File: src/core/pio_pkg.sv
// Summary of operation
// - port a: three shared two-way pins
// - port a latch resets to all ones
// - dual-clock mode gives pins to oscillator
// - pin zero level fall sets interrupt
// - port a latch and pins separately readable
// - port a upper read bits undefined
// - port b eight pins, per-bit direction
// - port b direction zero, analog disable one
// - selected analog pin ignores direction and latch
// - selected analog pin reads zero
// - latch writable whatever the direction
// - read gives pin for inputs, latch otherwise
// - port c eight pins, per-bit direction
// - port c direction and latch reset zero
// - sample pins on read, drive after write
package pio_pkg;
	localparam logic [11:0] OFS_A_LATCH  = 12'h000;
	localparam logic [11:0] OFS_A_PIN    = 12'h004;
	localparam logic [11:0] OFS_B_LATCH  = 12'h008;
	localparam logic [11:0] OFS_B_DIR    = 12'h00C;
	localparam logic [11:0] OFS_C_LATCH  = 12'h010;
	localparam logic [11:0] OFS_C_DIR    = 12'h014;
	localparam logic [11:0] OFS_CONV     = 12'h018;
	localparam logic [11:0] OFS_MODE     = 12'h01C;
	localparam logic [11:0] OFS_IRQ_STAT = 12'h020;
	localparam logic [11:0] OFS_IRQ_MASK = 12'h024;
	localparam logic [2:0]  RST_A_LATCH  = 3'h7;
	localparam logic [7:0]  RST_B_DIR    = 8'h00;
	localparam logic [7:0]  RST_B_LATCH  = 8'h00;
	localparam logic [7:0]  RST_C_DIR    = 8'h00;
	localparam logic [7:0]  RST_C_LATCH  = 8'h00;
	localparam logic        RST_ANA_DIS  = 1'h1;
	localparam int          CONV_DIS_BIT = 3;
	localparam int          MODE_DUAL_BIT = 0;
	localparam int          IRQ_EDGE_BIT = 0;
endpackage

File: src/core/pio_port.sv
`timescale 1ns/1ns
module pio_port
	import pio_pkg::*;
(
	input  wire logic       clk,
	input  wire logic       arst_n,
	input  wire logic       wr_latch,
	input  wire logic       wr_dir,
	input  wire logic [7:0] wdata,
	input  wire logic [7:0] rst_latch,
	input  wire logic [7:0] rst_dir,
	input  wire logic [7:0] pin_sync,
	input  wire logic [7:0] force_in,
	output logic      [7:0] latch,
	output logic      [7:0] dir,
	output logic      [7:0] rd_mix,
	output logic      [7:0] pad_out,
	output logic      [7:0] pad_oe_n
);
	logic [7:0] next_latch;
	logic [7:0] next_dir;
	logic [7:0] next_pad_out;
	logic [7:0] next_pad_oe_n;
	logic       init;
	logic       next_init;

	always_comb
	begin
		next_init = 1'b1;
		next_latch = init ? latch : rst_latch;
		next_dir   = init ? dir : rst_dir;
		if (init && wr_latch)
			next_latch = wdata;
		if (init && wr_dir)
			next_dir = wdata;
		next_pad_out  = next_latch;
		next_pad_oe_n = ~(next_dir & ~force_in);
		rd_mix = (dir & latch) | (~dir & pin_sync);
	end

	// reset values arrive as constants, taken on first edge
	always_ff @(posedge clk or negedge arst_n)
	begin
		if (!arst_n)
		begin
			init     <= 1'b0;
			latch    <= 8'h00;
			dir      <= 8'h00;
			pad_out  <= 8'h00;
			pad_oe_n <= 8'hFF;
		end
		else
		begin
			init     <= next_init;
			latch    <= next_latch;
			dir      <= next_dir;
			pad_out  <= next_pad_out;
			pad_oe_n <= next_pad_oe_n;
		end
	end
endmodule

File: src/core/pio_sync.sv
`timescale 1ns/1ns
module pio_sync
	import pio_pkg::*;
#(
	parameter int W = 8
)(
	input  wire logic         clk,
	input  wire logic         arst_n,
	input  wire logic [W-1:0] d,
	output logic      [W-1:0] q
);
	logic [W-1:0] meta;
	logic [W-1:0] next_meta;
	logic [W-1:0] next_q;

	always_comb
	begin
		next_meta = d;
		next_q    = meta;
	end

	always_ff @(posedge clk or negedge arst_n)
	begin
		if (!arst_n)
		begin
			meta <= '0;
			q    <= '0;
		end
		else
		begin
			meta <= next_meta;
			q    <= next_q;
		end
	end
endmodule

File: src/core/pio_top.sv
`timescale 1ns/1ns
module pio_top
	import pio_pkg::*;
(
	input  wire logic        clk,
	input  wire logic        arst_n,
	input  wire logic        psel,
	input  wire logic        penable,
	input  wire logic        pwrite,
	input  wire logic [11:0] paddr,
	input  wire logic [31:0] pwdata,
	output logic             pready,
	output logic      [31:0] prdata,
	output logic             pslverr,
	input  wire logic [2:0]  port_a_in,
	output logic      [2:0]  port_a_out,
	output logic      [2:0]  port_a_oe_n,
	input  wire logic [7:0]  port_b_in,
	output logic      [7:0]  port_b_out,
	output logic      [7:0]  port_b_oe_n,
	input  wire logic [7:0]  port_c_in,
	output logic      [7:0]  port_c_out,
	output logic      [7:0]  port_c_oe_n,
	output logic             low_osc_en,
	output logic             port_a_irq_req,
	output logic             irq
);
	logic [2:0]  a_sync;
	logic [7:0]  b_sync;
	logic [7:0]  c_sync;
	logic [2:0]  port_a_out_latch;
	logic [2:0]  next_port_a_out_latch;
	logic [7:0]  port_b_direction;
	logic [7:0]  port_b_out_latch;
	logic [7:0]  port_b_mix;
	logic [7:0]  port_c_direction;
	logic [7:0]  port_c_latch;
	logic [7:0]  port_c_mix;
	logic [7:0]  b_ana_sel;
	logic [7:0]  b_pad_out;
	logic [7:0]  b_pad_oe_n;
	logic [7:0]  c_pad_out;
	logic [7:0]  c_pad_oe_n;
	logic        analog_disable;
	logic [2:0]  analog_channel_select;
	logic        dual_mode;
	logic        irq_stat;
	logic        irq_mask;
	logic        a0_prev;
	logic        next_analog_disable;
	logic [2:0]  next_analog_channel_select;
	logic        next_dual_mode;
	logic        next_irq_stat;
	logic        next_irq_mask;
	logic        next_a0_prev;
	logic        a_init;
	logic [2:0]  next_port_a_out;
	logic [2:0]  next_port_a_oe_n;
	logic        next_irq;
	logic        next_req;
	logic        next_pready;
	logic [31:0] next_prdata;
	logic        next_pslverr;
	logic        setup;
	logic        wr;
	logic        rd;
	logic        hit;
	logic        a0_fall;
	logic [7:0]  b_read;

	// reads answer from setup; writes land at the completing edge
	assign setup = psel && !penable;
	assign wr    = psel && penable && pready && pwrite;
	assign rd    = setup && !pwrite;

	pio_sync #(.W(3)) u_sync_a (.clk(clk), .arst_n(arst_n),
		.d(port_a_in), .q(a_sync));
	pio_sync #(.W(8)) u_sync_b (.clk(clk), .arst_n(arst_n),
		.d(port_b_in), .q(b_sync));
	pio_sync #(.W(8)) u_sync_c (.clk(clk), .arst_n(arst_n),
		.d(port_c_in), .q(c_sync));

	always_comb
	begin
		b_ana_sel = 8'h00;
		if (!analog_disable)
			b_ana_sel[analog_channel_select] = 1'b1;
	end

	pio_port u_port_b (
		.clk       (clk),
		.arst_n    (arst_n),
		.wr_latch  (wr && paddr == OFS_B_LATCH),
		.wr_dir    (wr && paddr == OFS_B_DIR),
		.wdata     (pwdata[7:0]),
		.rst_latch (RST_B_LATCH),
		.rst_dir   (RST_B_DIR),
		.pin_sync  (b_sync),
		.force_in  (b_ana_sel),
		.latch     (port_b_out_latch),
		.dir       (port_b_direction),
		.rd_mix    (port_b_mix),
		.pad_out   (b_pad_out),
		.pad_oe_n  (b_pad_oe_n)
	);

	pio_port u_port_c (
		.clk       (clk),
		.arst_n    (arst_n),
		.wr_latch  (wr && paddr == OFS_C_LATCH),
		.wr_dir    (wr && paddr == OFS_C_DIR),
		.wdata     (pwdata[7:0]),
		.rst_latch (RST_C_LATCH),
		.rst_dir   (RST_C_DIR),
		.pin_sync  (c_sync),
		.force_in  (8'h00),
		.latch     (port_c_latch),
		.dir       (port_c_direction),
		.rd_mix    (port_c_mix),
		.pad_out   (c_pad_out),
		.pad_oe_n  (c_pad_oe_n)
	);

	assign port_b_out  = b_pad_out;
	assign port_b_oe_n = b_pad_oe_n;
	assign port_c_out  = c_pad_out;
	assign port_c_oe_n = c_pad_oe_n;

	// analog-selected pin reads zero
	assign b_read  = port_b_mix & ~b_ana_sel;
	// own output's falling edge also counts
	assign a0_fall = a0_prev && !a_sync[0];

	always_comb
	begin
		hit = 1'b1;
		next_prdata = 32'h0000_0000;
		unique case (paddr)
			OFS_A_LATCH:  next_prdata[2:0] = port_a_out_latch;
			OFS_A_PIN:    next_prdata[2:0] = a_sync;
			OFS_B_LATCH:  next_prdata[7:0] = b_read;
			OFS_B_DIR:    next_prdata[7:0] = port_b_direction;
			OFS_C_LATCH:  next_prdata[7:0] = port_c_mix;
			OFS_C_DIR:    next_prdata[7:0] = port_c_direction;
			OFS_CONV:     next_prdata[3:0] = {analog_disable,
				analog_channel_select};
			OFS_MODE:     next_prdata[0] = dual_mode;
			OFS_IRQ_STAT: next_prdata[0] = irq_stat;
			OFS_IRQ_MASK: next_prdata[0] = irq_mask;
			default:      hit = 1'b0;
		endcase
		// upper bits of port a reads left at zero, allowed as undefined
		next_pready  = setup;
		next_pslverr = setup && !hit;
		if (!rd)
			next_prdata = prdata;
	end

	always_comb
	begin
		next_port_a_out_latch      = a_init ? port_a_out_latch
			: RST_A_LATCH;
		next_analog_disable        = analog_disable;
		next_analog_channel_select = analog_channel_select;
		next_dual_mode             = dual_mode;
		next_irq_mask              = irq_mask;
		next_irq_stat              = irq_stat;
		if (rd && paddr == OFS_IRQ_STAT)
			next_irq_stat = 1'b0;
		if (wr)
		begin
			unique case (paddr)
				OFS_A_LATCH:  next_port_a_out_latch = pwdata[2:0];
				OFS_CONV:
				begin
					next_analog_disable = pwdata[CONV_DIS_BIT];
					next_analog_channel_select = pwdata[2:0];
				end
				OFS_MODE:     next_dual_mode = pwdata[MODE_DUAL_BIT];
				OFS_IRQ_MASK: next_irq_mask = pwdata[IRQ_EDGE_BIT];
				default:      ;
			endcase
		end
		if (a0_fall)
			next_irq_stat = 1'b1; // set wins over read clear
		next_a0_prev = a_sync[0];
		next_req     = a0_fall;
		next_irq     = next_irq_stat && next_irq_mask;
		// open-drain style: latch one releases the pin
		next_port_a_out  = next_port_a_out_latch;
		next_port_a_oe_n = next_port_a_out_latch;
		if (next_dual_mode)
			next_port_a_oe_n[2:1] = 2'h3;
	end

	always_ff @(posedge clk or negedge arst_n)
	begin
		if (!arst_n)
		begin
			a_init                <= 1'b0;
			port_a_out_latch      <= RST_A_LATCH;
			analog_disable        <= RST_ANA_DIS;
			analog_channel_select <= 3'h0;
			dual_mode             <= 1'b0;
			irq_stat              <= 1'b0;
			irq_mask              <= 1'b0;
			a0_prev               <= 1'b0;
			port_a_out            <= RST_A_LATCH;
			port_a_oe_n           <= 3'h7;
			low_osc_en            <= 1'b0;
			port_a_irq_req        <= 1'b0;
			irq                   <= 1'b0;
			pready                <= 1'b0;
			pslverr               <= 1'b0;
			prdata                <= 32'h0000_0000;
		end
		else
		begin
			a_init                <= 1'b1;
			port_a_out_latch      <= next_port_a_out_latch;
			analog_disable        <= next_analog_disable;
			analog_channel_select <= next_analog_channel_select;
			dual_mode             <= next_dual_mode;
			irq_stat              <= next_irq_stat;
			irq_mask              <= next_irq_mask;
			a0_prev               <= next_a0_prev;
			port_a_out            <= next_port_a_out;
			port_a_oe_n           <= next_port_a_oe_n;
			low_osc_en            <= next_dual_mode;
			port_a_irq_req        <= next_req;
			irq                   <= next_irq;
			pready                <= next_pready;
			pslverr               <= next_pslverr;
			prdata                <= next_prdata;
		end
	end

	a_irq_on_fall: assert property (@(posedge clk)
		disable iff (!arst_n)
		(a_sync[0] == 1'b0 && $past(a_sync[0])) |=> irq_stat)
		else $error("fall on pin zero did not set status");
	a_a_latch_reset: assert property (@(posedge clk)
		disable iff (!arst_n)
		$rose(a_init) |-> port_a_out_latch == RST_A_LATCH)
		else $error("port a latch not all ones after reset");
	a_ana_reads_zero: assert property (@(posedge clk)
		disable iff (!arst_n)
		(!analog_disable && rd && paddr == OFS_B_LATCH)
		|=> prdata[analog_channel_select] == 1'b0)
		else $error("analog pin read not zero");
	a_ana_no_drive: assert property (@(posedge clk)
		disable iff (!arst_n)
		(!analog_disable && $stable(analog_disable)
		&& $stable(analog_channel_select))
		|-> port_b_oe_n[analog_channel_select])
		else $error("analog pin driven");
	a_apb_one_wait: assert property (@(posedge clk)
		disable iff (!arst_n)
		setup |=> pready ##1 !pready)
		else $error("apb answer not one cycle");
	a_c_drive_dir: assert property (@(posedge clk)
		disable iff (!arst_n)
		(wr && paddr == OFS_C_DIR) |=> ##1
		port_c_oe_n == ~$past(pwdata[7:0], 2))
		else $error("port c enable not following direction");
	a_osc_pins_free: assert property (@(posedge clk)
		disable iff (!arst_n)
		low_osc_en |-> port_a_oe_n[2:1] == 2'h3)
		else $error("oscillator pins driven in dual mode");
	a_a_pin_read: assert property (@(posedge clk)
		disable iff (!arst_n)
		(rd && paddr == OFS_A_PIN) |=> prdata[2:0] == $past(a_sync))
		else $error("pin level read wrong");
	a_b_mix_read: assert property (@(posedge clk)
		disable iff (!arst_n)
		(rd && paddr == OFS_B_LATCH && analog_disable) |=>
		prdata[7:0] == $past(port_b_mix))
		else $error("port b read mix wrong");
	a_irq_level: assert property (@(posedge clk)
		disable iff (!arst_n)
		irq == (irq_stat && irq_mask))
		else $error("interrupt output not status and mask");
	a_req_pulse: assert property (@(posedge clk)
		disable iff (!arst_n)
		port_a_irq_req |=> !port_a_irq_req)
		else $error("pin zero request longer than one cycle");
	a_a_write_latch: assert property (@(posedge clk)
		disable iff (!arst_n)
		(wr && paddr == OFS_A_LATCH) |=>
		port_a_out_latch == $past(pwdata[2:0]))
		else $error("port a latch write lost");
	a_a_open_drain: assert property (@(posedge clk)
		disable iff (!arst_n)
		(~port_a_oe_n & port_a_out) == 3'h0)
		else $error("port a drives a high level");
	a_b_dir_drive: assert property (@(posedge clk)
		disable iff (!arst_n)
		(wr && paddr == OFS_B_DIR && analog_disable) |=>
		port_b_oe_n == ~$past(pwdata[7:0]))
		else $error("port b enable not following direction");
	a_b_reset_input: assert property (@(posedge clk)
		disable iff (!arst_n)
		$rose(a_init) |-> port_b_direction == RST_B_DIR
		&& analog_disable == RST_ANA_DIS)
		else $error("port b not all inputs after reset");
	a_c_reset_input: assert property (@(posedge clk)
		disable iff (!arst_n)
		$rose(a_init) |-> port_c_oe_n == 8'hFF
		&& port_c_latch == RST_C_LATCH)
		else $error("port c not all inputs after reset");
	a_err_with_ready: assert property (@(posedge clk)
		disable iff (!arst_n)
		pslverr |-> pready)
		else $error("error response without ready");
endmodule

File: config.mk
export PLATFORM = sky130hd
export DESIGN_NAME = pio_top
export DESIGN_NICKNAME = d
export VERILOG_FILES = /design/src/core/pio_pkg.sv /design/src/core/pio_port.sv /design/src/core/pio_sync.sv /design/src/core/pio_top.sv
export SDC_FILE = /design/constraint.sdc
export NUM_CORES = 1
export LEC_CHECK = 0
export BUFFER_PORTS_ARGS = -buffer_cell sky130_fd_sc_hd__buf_2
export CAP_MARGIN = 20
export CORE_ASPECT_RATIO = 1.75
export CORE_MARGIN = 1.5
export CORE_UTILIZATION = 35
export DETAILED_ROUTE_END_ITERATION = 12
export MAX_ROUTING_LAYER = met4
export SYNTH_ARGS = -nofsm -noshare
export SYNTH_HDL_FRONTEND = slang
export SYNTH_HIERARCHICAL = 1
export SYNTH_SLANG_ARGS = --single-unit
File: constraint.sdc
create_clock -name clk -period 3.45 [get_ports clk]
set_input_delay 0.345 -clock clk [delete_from_list [all_inputs] [get_ports clk]]
set_output_delay 0.345 -clock clk [all_outputs]
set_load 0.01 [all_outputs]
==> reports/metrics.csv, run 1 <==
stage,metric,value,unit
status,status,"finished, violations left",
status,violations,hold timing,
yosys,synth_cells,436,
yosys,avgSynthCellArea,11.9,sq um
yosys,ys.flop_type,dfrtp_1,
yosys,synth.top_cells.by_count,"dfrtp_1, buf_4, mux2i_1",
placed_design,place_congestion,0.841,
yosys,ys_warn_count,6,
clock_tree,htree_levels,4,
yosys,synth_compound_area_share,10.4,%
min_path,hp-class,input pin to async pin,
grt,antenna_found_initial,0,
finish,final_util,43.9,%
yosys,synthAdderAreaFrac,0,%
yosys,ys_ff_latch,114,
clock_tree,cts_buffers,17,
placed_design,place_ws,1040,ps
yosys,synth_most_common_cell,dfrtp_1,
timing,setup_slack,1430,ps
power_and_ir_drop,combPwrFrac,9.0,%
worst_setup_path,endpoint_kind,flip-flop,
route,vias,3605,
grt,top_usage_layer,met2,
worst_setup_path,worst_ep_required_time,3730,ps
floorplan,pin_count,143,
yosys,synthTopCellsByArea,"dfrtp_1, dfstp_2, mux2i_1",
placed_design,dpl_cell_area,0.00577,sq mm
timing,fin_crit,2020,ps
timing,fin_crit_sh,58.5,%
yosys,synth_cell_types,48,
floorplan,die_w,95.1,um
clock_tree,cts-root-buf,clkbuf_16,
yosys,ys_seq_area_share,55.5,%
route,route.detailed.drc,0,
route,routed_wl,12000,um
grt,grt_overflow,0,
floorplan,start_util,36.0,%
yosys,synth.area.mux_share,14.0,%
worst_setup_path,critPathKind,input pin to flip-flop,
timing,setup_viol,0,
route,drtIter0Drc,135,
power_and_ir_drop,switching_share,23.0,%
finish,syn2layout_area_growth,22.0,%
yosys,yosysTopAreaCellShare,44.3,%
route,routedWlPerCell,16.0,um
timing,rsz0062_at_grt,no,
clock_tree,ctsHoldBuffers,0,
power_and_ir_drop,clkPwrFrac,47.9,%
grt,grt_usage,17.1,%
timing,tightest_slew,709,ps
yosys,synthArstFlopShare,100,%
worst_setup_path,rr_worst_depth,4,
timing,hold_viol,3,
timing,setup_tns,0,ps
timing,timing.slew.headroom,52.7,%
power_and_ir_drop,finalPower,3.42,mW
timing,hold_ws,-30.1,ps
power_and_ir_drop,p_int,2.63,mW
floorplan,die_y,164,um
clock_tree,worst_skew_pair.late_latency,410,ps
placed_design,dp_hpwl,8650,um
worst_setup_path,worst-endpoint-arrival,2300,ps
grt,gr-usage-met3,4.07,%
placed_design,numPortBuffers,94,
yosys,synth-simple-area-share,11.3,%
clock_tree,clkTransAtPathRegs,50,ps
power_and_ir_drop,powerDensity,539,mW/mm^2
grt,grt_use_met2,28.1,%
grt,grt_use_met1,18.1,%
clock_tree,post_cts_resized,0,
power_and_ir_drop,ir_drop,294,uV
finish,drive_above_1_share,33.2,%
yosys,synth_xor_area_share,0.169,%
power_and_ir_drop,leakage,2.85,nW
route,detail_route.vias_per_cell,4.81,
clock_tree,tritoncts,yes,
floorplan,die_area,0.0156,sq mm
grt,grt_pass1_vias,3691,
finish,nets,625,
grt,grt_pass1_wl,19000,um
worst_setup_path,cp_max_fo,8,
power_and_ir_drop,p_switching,0.786,mW
power_and_ir_drop,pwr-share-seq,43.0,%
timing,fmax,0.495,GHz
floorplan,core,0.0144,sq mm
placed_design,dpl.cell_count,718,
clock_tree,post_cts_buffers,0,
finish,stdcell_area,0.00634,sq mm
route,firstDrtPassIters,4,
clock_tree,cts_sinks,114,
yosys,synth_top_cell_by_area,dfrtp_1,
grt,grt_max_degree,115,
route,antenna_left,0,
floorplan,row_count,58,
finish,fillers,1359,
worst_setup_path,start_kind,input pin,
yosys,netlist_area,0.00519,sq mm
timing,clock_skew,12.3,ps
run,max_cap_viol_count,0,
timing,maxSlewViolCount,0,
clock_tree,cts_buffer_depth,2,
yosys,synth_edf_count,0,
finish,diodes,0,
yosys,synth_top_family_by_area,multiplexers,
finish,fin_cells,750,
## layout make-up
class | instances | area [sq um] | share of cell area, %
flip-flops and latches | 114 | 2880 | 45.5
clock buffers | 27 | 513 | 8.10
repair buffers | 101 | 538 | 8.49
inverters | 3 | 11.3 | 0.178
multi-input cells | 320 | 2120 | 33.4
clock inverters | 5 | 50.0 | 0.790
well taps | 180 | 225 | 3.55
## sequential cells by signal (all words and copies together) (netlist names), 2 cells and up
signal,cells
u_sync_b/meta,8
port_a_oe_n,2
u_port_b/dir,8
u_port_c/pad_oe_n,8
u_port_c/dir,8
u_port_b/pad_oe_n,8
u_sync_a/q,3
analog_channel_select,3
prdata,8
u_sync_c/q,8
u_port_b/pad_out,8
u_port_c/pad_out,8
u_sync_c/meta,8
u_sync_a/meta,3
u_sync_b/q,8
port_a_out_latch,3
## per-layer routing
metal	vias to the layer above	routed length [um]
met5	-	0
met4	0	471
met3	27	580
met2	141	6440
met1	1752	4500
li1	1685	-
## cells in the final DEF, fill, tap and decap left out, types with 3 or more instances in the layout
master / synthesis / routed
nand3_1: 3 / 3
dfstp_2: 22 / 22
nor2_1: 40 / 40
conb_1: 4 / 67
o22ai_1: 5 / 5
a211o_1: 17 / 17
inv_1: 3 / 3
a22o_1: 6 / 6
clkinv_2: 0 / 4
nand4_1: 5 / 5
mux2i_1: 42 / 42
nand2_1: 7 / 7
a2bb2oi_1: 4 / 4
a21oi_1: 34 / 34
nor4b_1: 3 / 3
or2b_2: 4 / 4
nor3_1: 9 / 9
mux2_2: 25 / 25
nor2b_1: 4 / 4
clkbuf_1: 6 / 5
o21ai_0: 5 / 5
clkbuf_16: 0 / 17
nor3b_1: 3 / 3
nand2b_1: 9 / 9
clkbuf_8: 0 / 5
dfrtp_1: 92 / 92
buf_2: 10 / 93
buf_4: 44 / 7
## worst max-delay path: stages
cell,delay [ps]
buf_2,120
nor4_2,480
nand2_1,160
or4_1,530
nor2_1,120
buf_4,230
mux2i_1,220
a21oi_1,80
## worst paths after layout
check	from	end	slack, ps
hold reg to reg	u_sync_b/meta[3]	u_sync_b/q[3]	340
hold / removal	arst_n	u_sync_c/meta[6]	-30
min in group clk	port_b_in[5]	u_sync_b/meta[5]	40
max in group asynchronous	arst_n	u_port_b/pad_out[1]	2950
setup / recovery	paddr[7]	u_port_b/pad_out[4]	1430
setup reg to reg	pready	irq	1550
## cell families after synthesis
logic type                after synthesis
AOI/OAI and AO/OA                      81
other                                   4
and+or+nand+nor                       103
buffers and inverters                  65
DFF                                   114
xor gates and xnor gates                1
muxes                                  68
## power by group through the flow
| stage | logic, mW | registers, mW | clock network, mW |
|---|---|---|---|
| 6_report | 0.309 | 1.47 | 1.64 |
| 5_1_grt | 0.343 | 1.48 | 1.74 |
| 4_1_cts | 0.314 | 1.47 | 1.68 |
| 3_5_place_dp | 0.313 | 1.49 | 0 |
| 3_3_place_gp | 0.306 | 1.49 | 0 |
| 2_1_floorplan | 0.215 | 1.48 | 0 |
Note: power is estimated with default switching activity, not from simulation.
==> inputs of run 2 (changes only) <==
- clock period: 3.45 -> 1.7 ns (I/O delays scaled with it)
==> reports/metrics.csv, run 2 (synthesis gave the netlist of run 1 again) <==
stage,metric,value,unit,change
timing,fin_crit_sh,101,%,
min_path,hold_depth,2,,
run,max_cap_viol_count,0,,unchanged
grt,grt_pass1_wl,20000,um,+5.6%
route,vias,3801,,+5.4%
clock_tree,cts_buffers,17,,unchanged
route,routed_wl,12800,um,+6.9%
placed_design,dp_hpwl,9380,um,+8.3%
grt,grt_max_degree,41,,-64%
clock_tree,cts-root-buf,clkbuf_16,,
grt,grt_overflow,0,,unchanged
route,route.detailed.drc,0,,unchanged
worst_setup_path,worst-endpoint-arrival,2010,ps,-290 ps
worst_setup_path,r2r-end,prdata[1],,
worst_setup_path,r2r-start,u_port_c/dir[1],,
route,drtIter0Drc,160,,+19%
power_and_ir_drop,leakage,3.21,nW,+12%
worst_setup_path,critical_path.startpoint,u_port_c/dir[1],,
floorplan,core,0.0144,sq mm,unchanged
timing,hold_viol,0,,-3
floorplan,die_w,95.1,um,unchanged
finish,mostFrequentLayoutCell,buf_2,,
clock_tree,tritoncts,yes,,
timing,rsz0062_at_grt,yes,,
worst_setup_path,endpoint_kind,flip-flop,,
clock_tree,cts_buffer_depth,2,,unchanged
worst_setup_path,worst_ep_required_time,2000,ps,-1730 ps
finish,drive_above_1_share,39.2,%,+6.1 points
clock_tree,clkTransAtPathRegs,50,ps,about the same
timing,setup_viol,1,,+1
finish,diodes,0,,unchanged
grt,grt_pass1_vias,3928,,+6.4%
worst_setup_path,critPathCapture,prdata[1],,
finish,stdcell_area,0.00704,sq mm,+11%
floorplan,row_count,58,,unchanged
timing,clock_skew,5.38,ps,-6.90 ps
clock_tree,htree_levels,4,,unchanged
floorplan,die_y,164,um,unchanged
timing,setup_slack,-10.9,ps,-1440 ps
grt,grt_usage,18.0,%,+0.93 points
finish,syn2layout_area_growth,35.5,%,
worst_setup_path,cp_max_fo,2,,-6
power_and_ir_drop,finalPower,7.32,mW,+110%
status,status,"finished, violations left",,
floorplan,start_util,36.0,%,unchanged
timing,fmax,0.584,GHz,
route,antenna_left,0,,unchanged
worst_setup_path,start_kind,flip-flop,,
worst_setup_path,rr_worst_depth,5,,+1
route,firstDrtPassIters,5,,+1
finish,nets,695,,+11%
route,detail_route.vias_per_cell,4.64,,-3.6%
placed_design,place_congestion,0.850,,+1.1%
timing,maxSlewViolCount,0,,unchanged
placed_design,numPortBuffers,94,,unchanged
route,routedWlPerCell,15.6,um,-2.3%
grt,antenna_found_initial,0,,unchanged
floorplan,pin_count,143,,unchanged
placed_design,dpl_cell_area,0.00614,sq mm,+6.4%
worst_setup_path,reg2reg_slack,-10,ps,-1560 ps
power_and_ir_drop,ir_drop,698,uV,+140%
clock_tree,worst_skew_pair.late_latency,410,ps,about the same
min_path,hp-class,input pin to flip-flop,,
floorplan,die_area,0.0156,sq mm,unchanged
status,violations,setup timing,,
finish,final_cell_mix,"buf_2, dfrtp_1, conb_1",,
worst_setup_path,critPathKind,flip-flop to flip-flop,,
timing,fin_crit,1710,ps,
power_and_ir_drop,powerDensity,1040,mW/mm^2,+93%
clock_tree,cts_sinks,114,,unchanged
-- run 2: changes by cell type in the layout (fill, tap and decap cells not counted), moves of 3 or more --
| cell | delta |
|---|---|
| buf_6 | +3 |
| dlygate4sd3_1 | +21 |
| clkinvlp_4 | +4 |
| clkbuf_1 | -3 |
| buf_4 | +45 |
-- run 2: worst min-delay path by stage --
stage | startpoint | slack, ps | end
3_3_place_gp | arst_n | 160 | u_port_c/init
5_1_grt | psel | 40 | pready
6_report | psel | 40 | pready
4_1_cts | psel | 20 | pready
3_5_place_dp | arst_n | 160 | u_port_c/init
2_1_floorplan | arst_n | -130 | a0_prev
-- run 2: power breakdown --
| group | internal [mW] | total, mW | switching [mW] |
|---|---|---|---|
| combinational | 0.346 | 0.755 | 0.409 |
| sequential | 2.89 | 2.97 | 0.0831 |
| clock | 2.35 | 3.59 | 1.25 |
| total | 5.58 | 7.32 | 1.74 |
-- run 2: routing by layer --
layer	vias to the layer above	track usage (%)	part of all wire, %
li1	1831	-	-
met1	1815	19.1	38
met2	125	31.1	54
met3	30	3.19	4.0
met4	0	9.84	3.8
met5	-	-	0
-- run 2: final cells by class --
| type | count | area, sq um |
|---|---|---|
| repair buffers | 171 | 1140 |
| clock buffers | 24 | 502 |
| multi-input cells | 320 | 2180 |
| well taps | 180 | 225 |
| fillers | 1313 | 7400 |
| clock inverters | 8 | 100 |
| flip-flops and latches | 114 | 2880 |
| inverters | 3 | 11.3 |
-- run 2: through the flow --
stage               utilization, %  TNS (ps)  cells  hold WS, ps  setup WS [ps]
floorplan                        -     -1370    499         -126           -129
global placement              42.5    -16220    764          160           -341
detailed placement            42.5    -18070    764          160           -394
CTS                           48.2     -8.21    817         22.4          -8.21
global route                  48.7     -1020    820         43.1           -110
finish                        48.7     -10.9    820         40.0          -10.9
-- run 2: what timing repair did --
item,CTS,global route
endpoints found under the setup margin,9,39
resized for setup,4,12
buffers inserted,0,3
hold buffers,21,0
pin swaps,3,4
endpoints found under the hold margin,46,0
-- run 2: worst max-delay path: stages (launching register included) --
cell and delay, ps:
dfrtp_1 390, mux2_4 300, mux4_2 520, o21ai_2 140, o22ai_1 80, a22o_1 180
==> inputs of run 3 (changes only) <==
- ABC_AREA: unset -> 1
- GPL_ROUTABILITY_DRIVEN: unset -> 0
- SYNTH_HIERARCHICAL: 1 -> unset
==> reports/metrics.csv, run 3 <==
stage,metric,value,unit,change
power_and_ir_drop,ir_drop,436,uV,-38%
route,routed_wl,11700,um,-8.4%
timing,setup_viol,0,,-1
power_and_ir_drop,p_int,4.00,mW,-28%
floorplan,die_y,159,um,-3.4%
grt,grt_usage,17.4,%,-0.60 points
grt,grt_overflow,0,,unchanged
clock_tree,post_cts_resized,0,,-4
finish,final_cell_mix,"nand2_1, buf_2, dfrtp_1",,
yosys,avgSynthCellArea,9.59,sq um,-20%
yosys,yosysTopAreaCellShare,46.5,%,+2.2 points
route,antenna_left,0,,unchanged
worst_setup_path,path_cells,"nand4_2, nor2_4, nand2_1, o22ai_1",,
clock_tree,cts-root-buf,clkbuf_16,,
yosys,netlist_area,0.00484,sq mm,-6.8%
floorplan,die_w,91.9,um,-3.3%
floorplan,row_count,56,,-3.4%
worst_setup_path,crit_buf_inv,0,,unchanged
clock_tree,tritoncts,yes,,
clock_tree,cts_buffer_depth,2,,unchanged
timing,rsz0062_at_grt,no,,
yosys,synth_most_common_cell,nand2_1,,
route,drtIter0Drc,192,,+20%
finish,final_util,44.7,%,-4.1 points
clock_tree,worst_skew_pair.late_latency,340,ps,-70 ps
grt,grt_max_degree,59,,+44%
worst_setup_path,worst_ep_required_time,1950,ps,-50 ps
floorplan,pin_count,143,,unchanged
worst_setup_path,crit_slowest_cell,dfrtp_1,,
min_path,hp-class,input pin to flip-flop,,
yosys,synthTopCellsByArea,"dfrtp_1, dfstp_2, nand2_1",,
timing,setup_tns,0,ps,+10.9 ps
timing,hold_ws,95.5,ps,+55.6 ps
worst_setup_path,worst_path_largest_cell_delay,360,ps,-160 ps
timing,fmax,0.678,GHz,+16%
worst_setup_path,worst-endpoint-arrival,1730,ps,-280 ps
run,max_cap_viol_count,0,,unchanged
grt,grt_pass1_wl,18700,um,-6.8%
yosys,synth_edf_count,0,,unchanged
clock_tree,post_cts_buffers,0,,unchanged
grt,grt_pass1_vias,3711,,-5.5%
floorplan,die_area,0.0146,sq mm,-6.6%
placed_design,dp_hpwl,8860,um,-5.5%
floorplan,start_util,36.0,%,about the same
yosys,ys_ff_latch,112,,-1.8%
route,detail_route.vias_per_cell,4.52,,-2.4%
finish,drive_above_1_share,30.4,%,-8.9 points
floorplan,core,0.0135,sq mm,-6.8%
worst_setup_path,cp_max_fo,8,,+6
finish,mostFrequentLayoutCell,nand2_1,,
worst_setup_path,critPathKind,flip-flop to flip-flop,,
power_and_ir_drop,powerDensity,858,mW/mm^2,-17%
clock_tree,clkTransAtPathRegs,70,ps,+20 ps
yosys,ys_warn_count,0,,-6
finish,syn2layout_area_growth,24.1,%,
finish,fillers,1322,,+0.69%
clock_tree,ctsHoldBuffers,20,,-4.8%
power_and_ir_drop,clkPwrFrac,40.5,%,-8.6 points
timing,hold_viol,0,,unchanged
route,route.detailed.drc,0,,unchanged
clock_tree,cts_buffers,9,,-8
timing,clock_skew,5.69,ps,+0.304 ps
yosys,ys_seq_area_share,58.5,%,+3.0 points
power_and_ir_drop,pwr-share-seq,53.2,%,+13 points
timing,fin_crit,1470,ps,-237 ps
yosys,synth_cell_types,31,,-35%
power_and_ir_drop,switching_share,22.4,%,-1.4 points
grt,antenna_found_initial,0,,unchanged
route,routedWlPerCell,14.4,um,-7.6%
placed_design,numPortBuffers,94,,unchanged
yosys,synth_top_cell_by_area,dfrtp_1,,
status,status,"finished, final reports clean",,
power_and_ir_drop,leakage,2.94,nW,-8.3%
timing,maxSlewViolCount,0,,unchanged
worst_setup_path,endpoint_kind,flip-flop,,
power_and_ir_drop,combPwrFrac,6.3,%,-4.0 points
route,firstDrtPassIters,4,,-1
power_and_ir_drop,p_switching,1.15,mW,-34%
finish,diodes,0,,unchanged
yosys,synth_cells,505,,+16%
yosys,synthArstFlopShare,100,%,unchanged
timing,fin_crit_sh,86.7,%,-14 points
route,vias,3677,,-3.3%
finish,nets,702,,+1.0%
yosys,ys.flop_type,dfrtp_1,,
worst_setup_path,critPathTopFamily,simple AND/OR/NAND/NOR gates,,
clock_tree,cts_sinks,112,,-1.8%
worst_setup_path,start_kind,flip-flop,,
clock_tree,htree_levels,3,,-1
yosys,synth.top_cells.by_count,"nand2_1, dfrtp_1, inv_1",,
[run 3: changes by cell type after synthesis, sizes merged, moves of 11 or more]
cell and delta:
mux2 -24, nand2 +105, o22ai +11, nand3 +38
mux2i -39, inv +74, a21oi -31, buf -26
a211o -17, o21ai +43
[run 3: path summary, 6_finish.rpt]
path                                  start              endpoint  slack, ps  cells past startpoint
max in group asynchronous            arst_n  u_port_c.pad_oe_n[4]        780                      3
min                               pwdata[1]   port_a_out_latch[1]        100                      3
min reg2reg                u_sync_c.meta[0]         u_sync_c.q[0]        350                      0
min in group asynchronous            arst_n      u_sync_b.meta[1]        270                      2
max                                  pready     u_port_c.latch[2]        230                      4
max reg2reg                          pready     u_port_c.latch[2]        230                      4
[run 3: cell type report]
class	count	area, sq um	area share [%]
Timing Repair Buffer	126	801	13.3
Inverter	77	289	4.81
Multi-Input combinational cell	308	1580	26.3
Sequential cell	112	2830	47.1
Tap cell	174	218	3.62
Clock buffer	12	236	3.94
Clock inverter	4	56.3	0.937
[run 3: logic make-up (layout without fill, tap and decap cells)]
| kind of cell | Yosys count | in the layout | synth area share (%) |
|---|---|---|---|
| and+or+nand+nor | 208 | 208 | 20.4 |
| other | 2 | 25 | 0.155 |
| AOI/OAI and AO/OA | 71 | 71 | 9.41 |
| DFF | 112 | 112 | 58.5 |
| muxes | 4 | 4 | 0.853 |
| buffers and inverters | 108 | 219 | 10.7 |
[run 3: routing by layer]
metal	GRT usage [%]	up-vias	part of all wire (%)	routed length, um
li1	-	1806	-	-
met1	18.2	1754	37	4330
met2	32.4	104	57	6640
met3	3.20	13	4.7	557
met4	6.30	0	1.8	206
met5	-	-	0	0
[run 3: per-stage QoR]
stage	instances	worst slack, ps	area [sq um]	power, mW
3_5_place_dp	777	121	5520	3.09
6_report	813	226	6010	5.16
4_1_cts	813	211	6010	5.24
3_3_place_gp	777	139	5520	3.08
5_1_grt	813	53.5	6010	5.38
2_1_floorplan	528	392	4930	2.95
[run 3: power groups by stage]
stage                     Clock [mW]  Combinational [mW]  Sequential [mW]
after floorplan                    0               0.155             2.80
after global placement             0               0.290             2.80
after detailed placement           0               0.297             2.80
after CTS                       2.16               0.333             2.75
after global routing            2.27               0.364             2.75
final                           2.09               0.326             2.74
[run 3: tightest hold or removal path, stage by stage]
cell,delay [ps]
buf_2,100
o21ai_1,80
inv_1,60
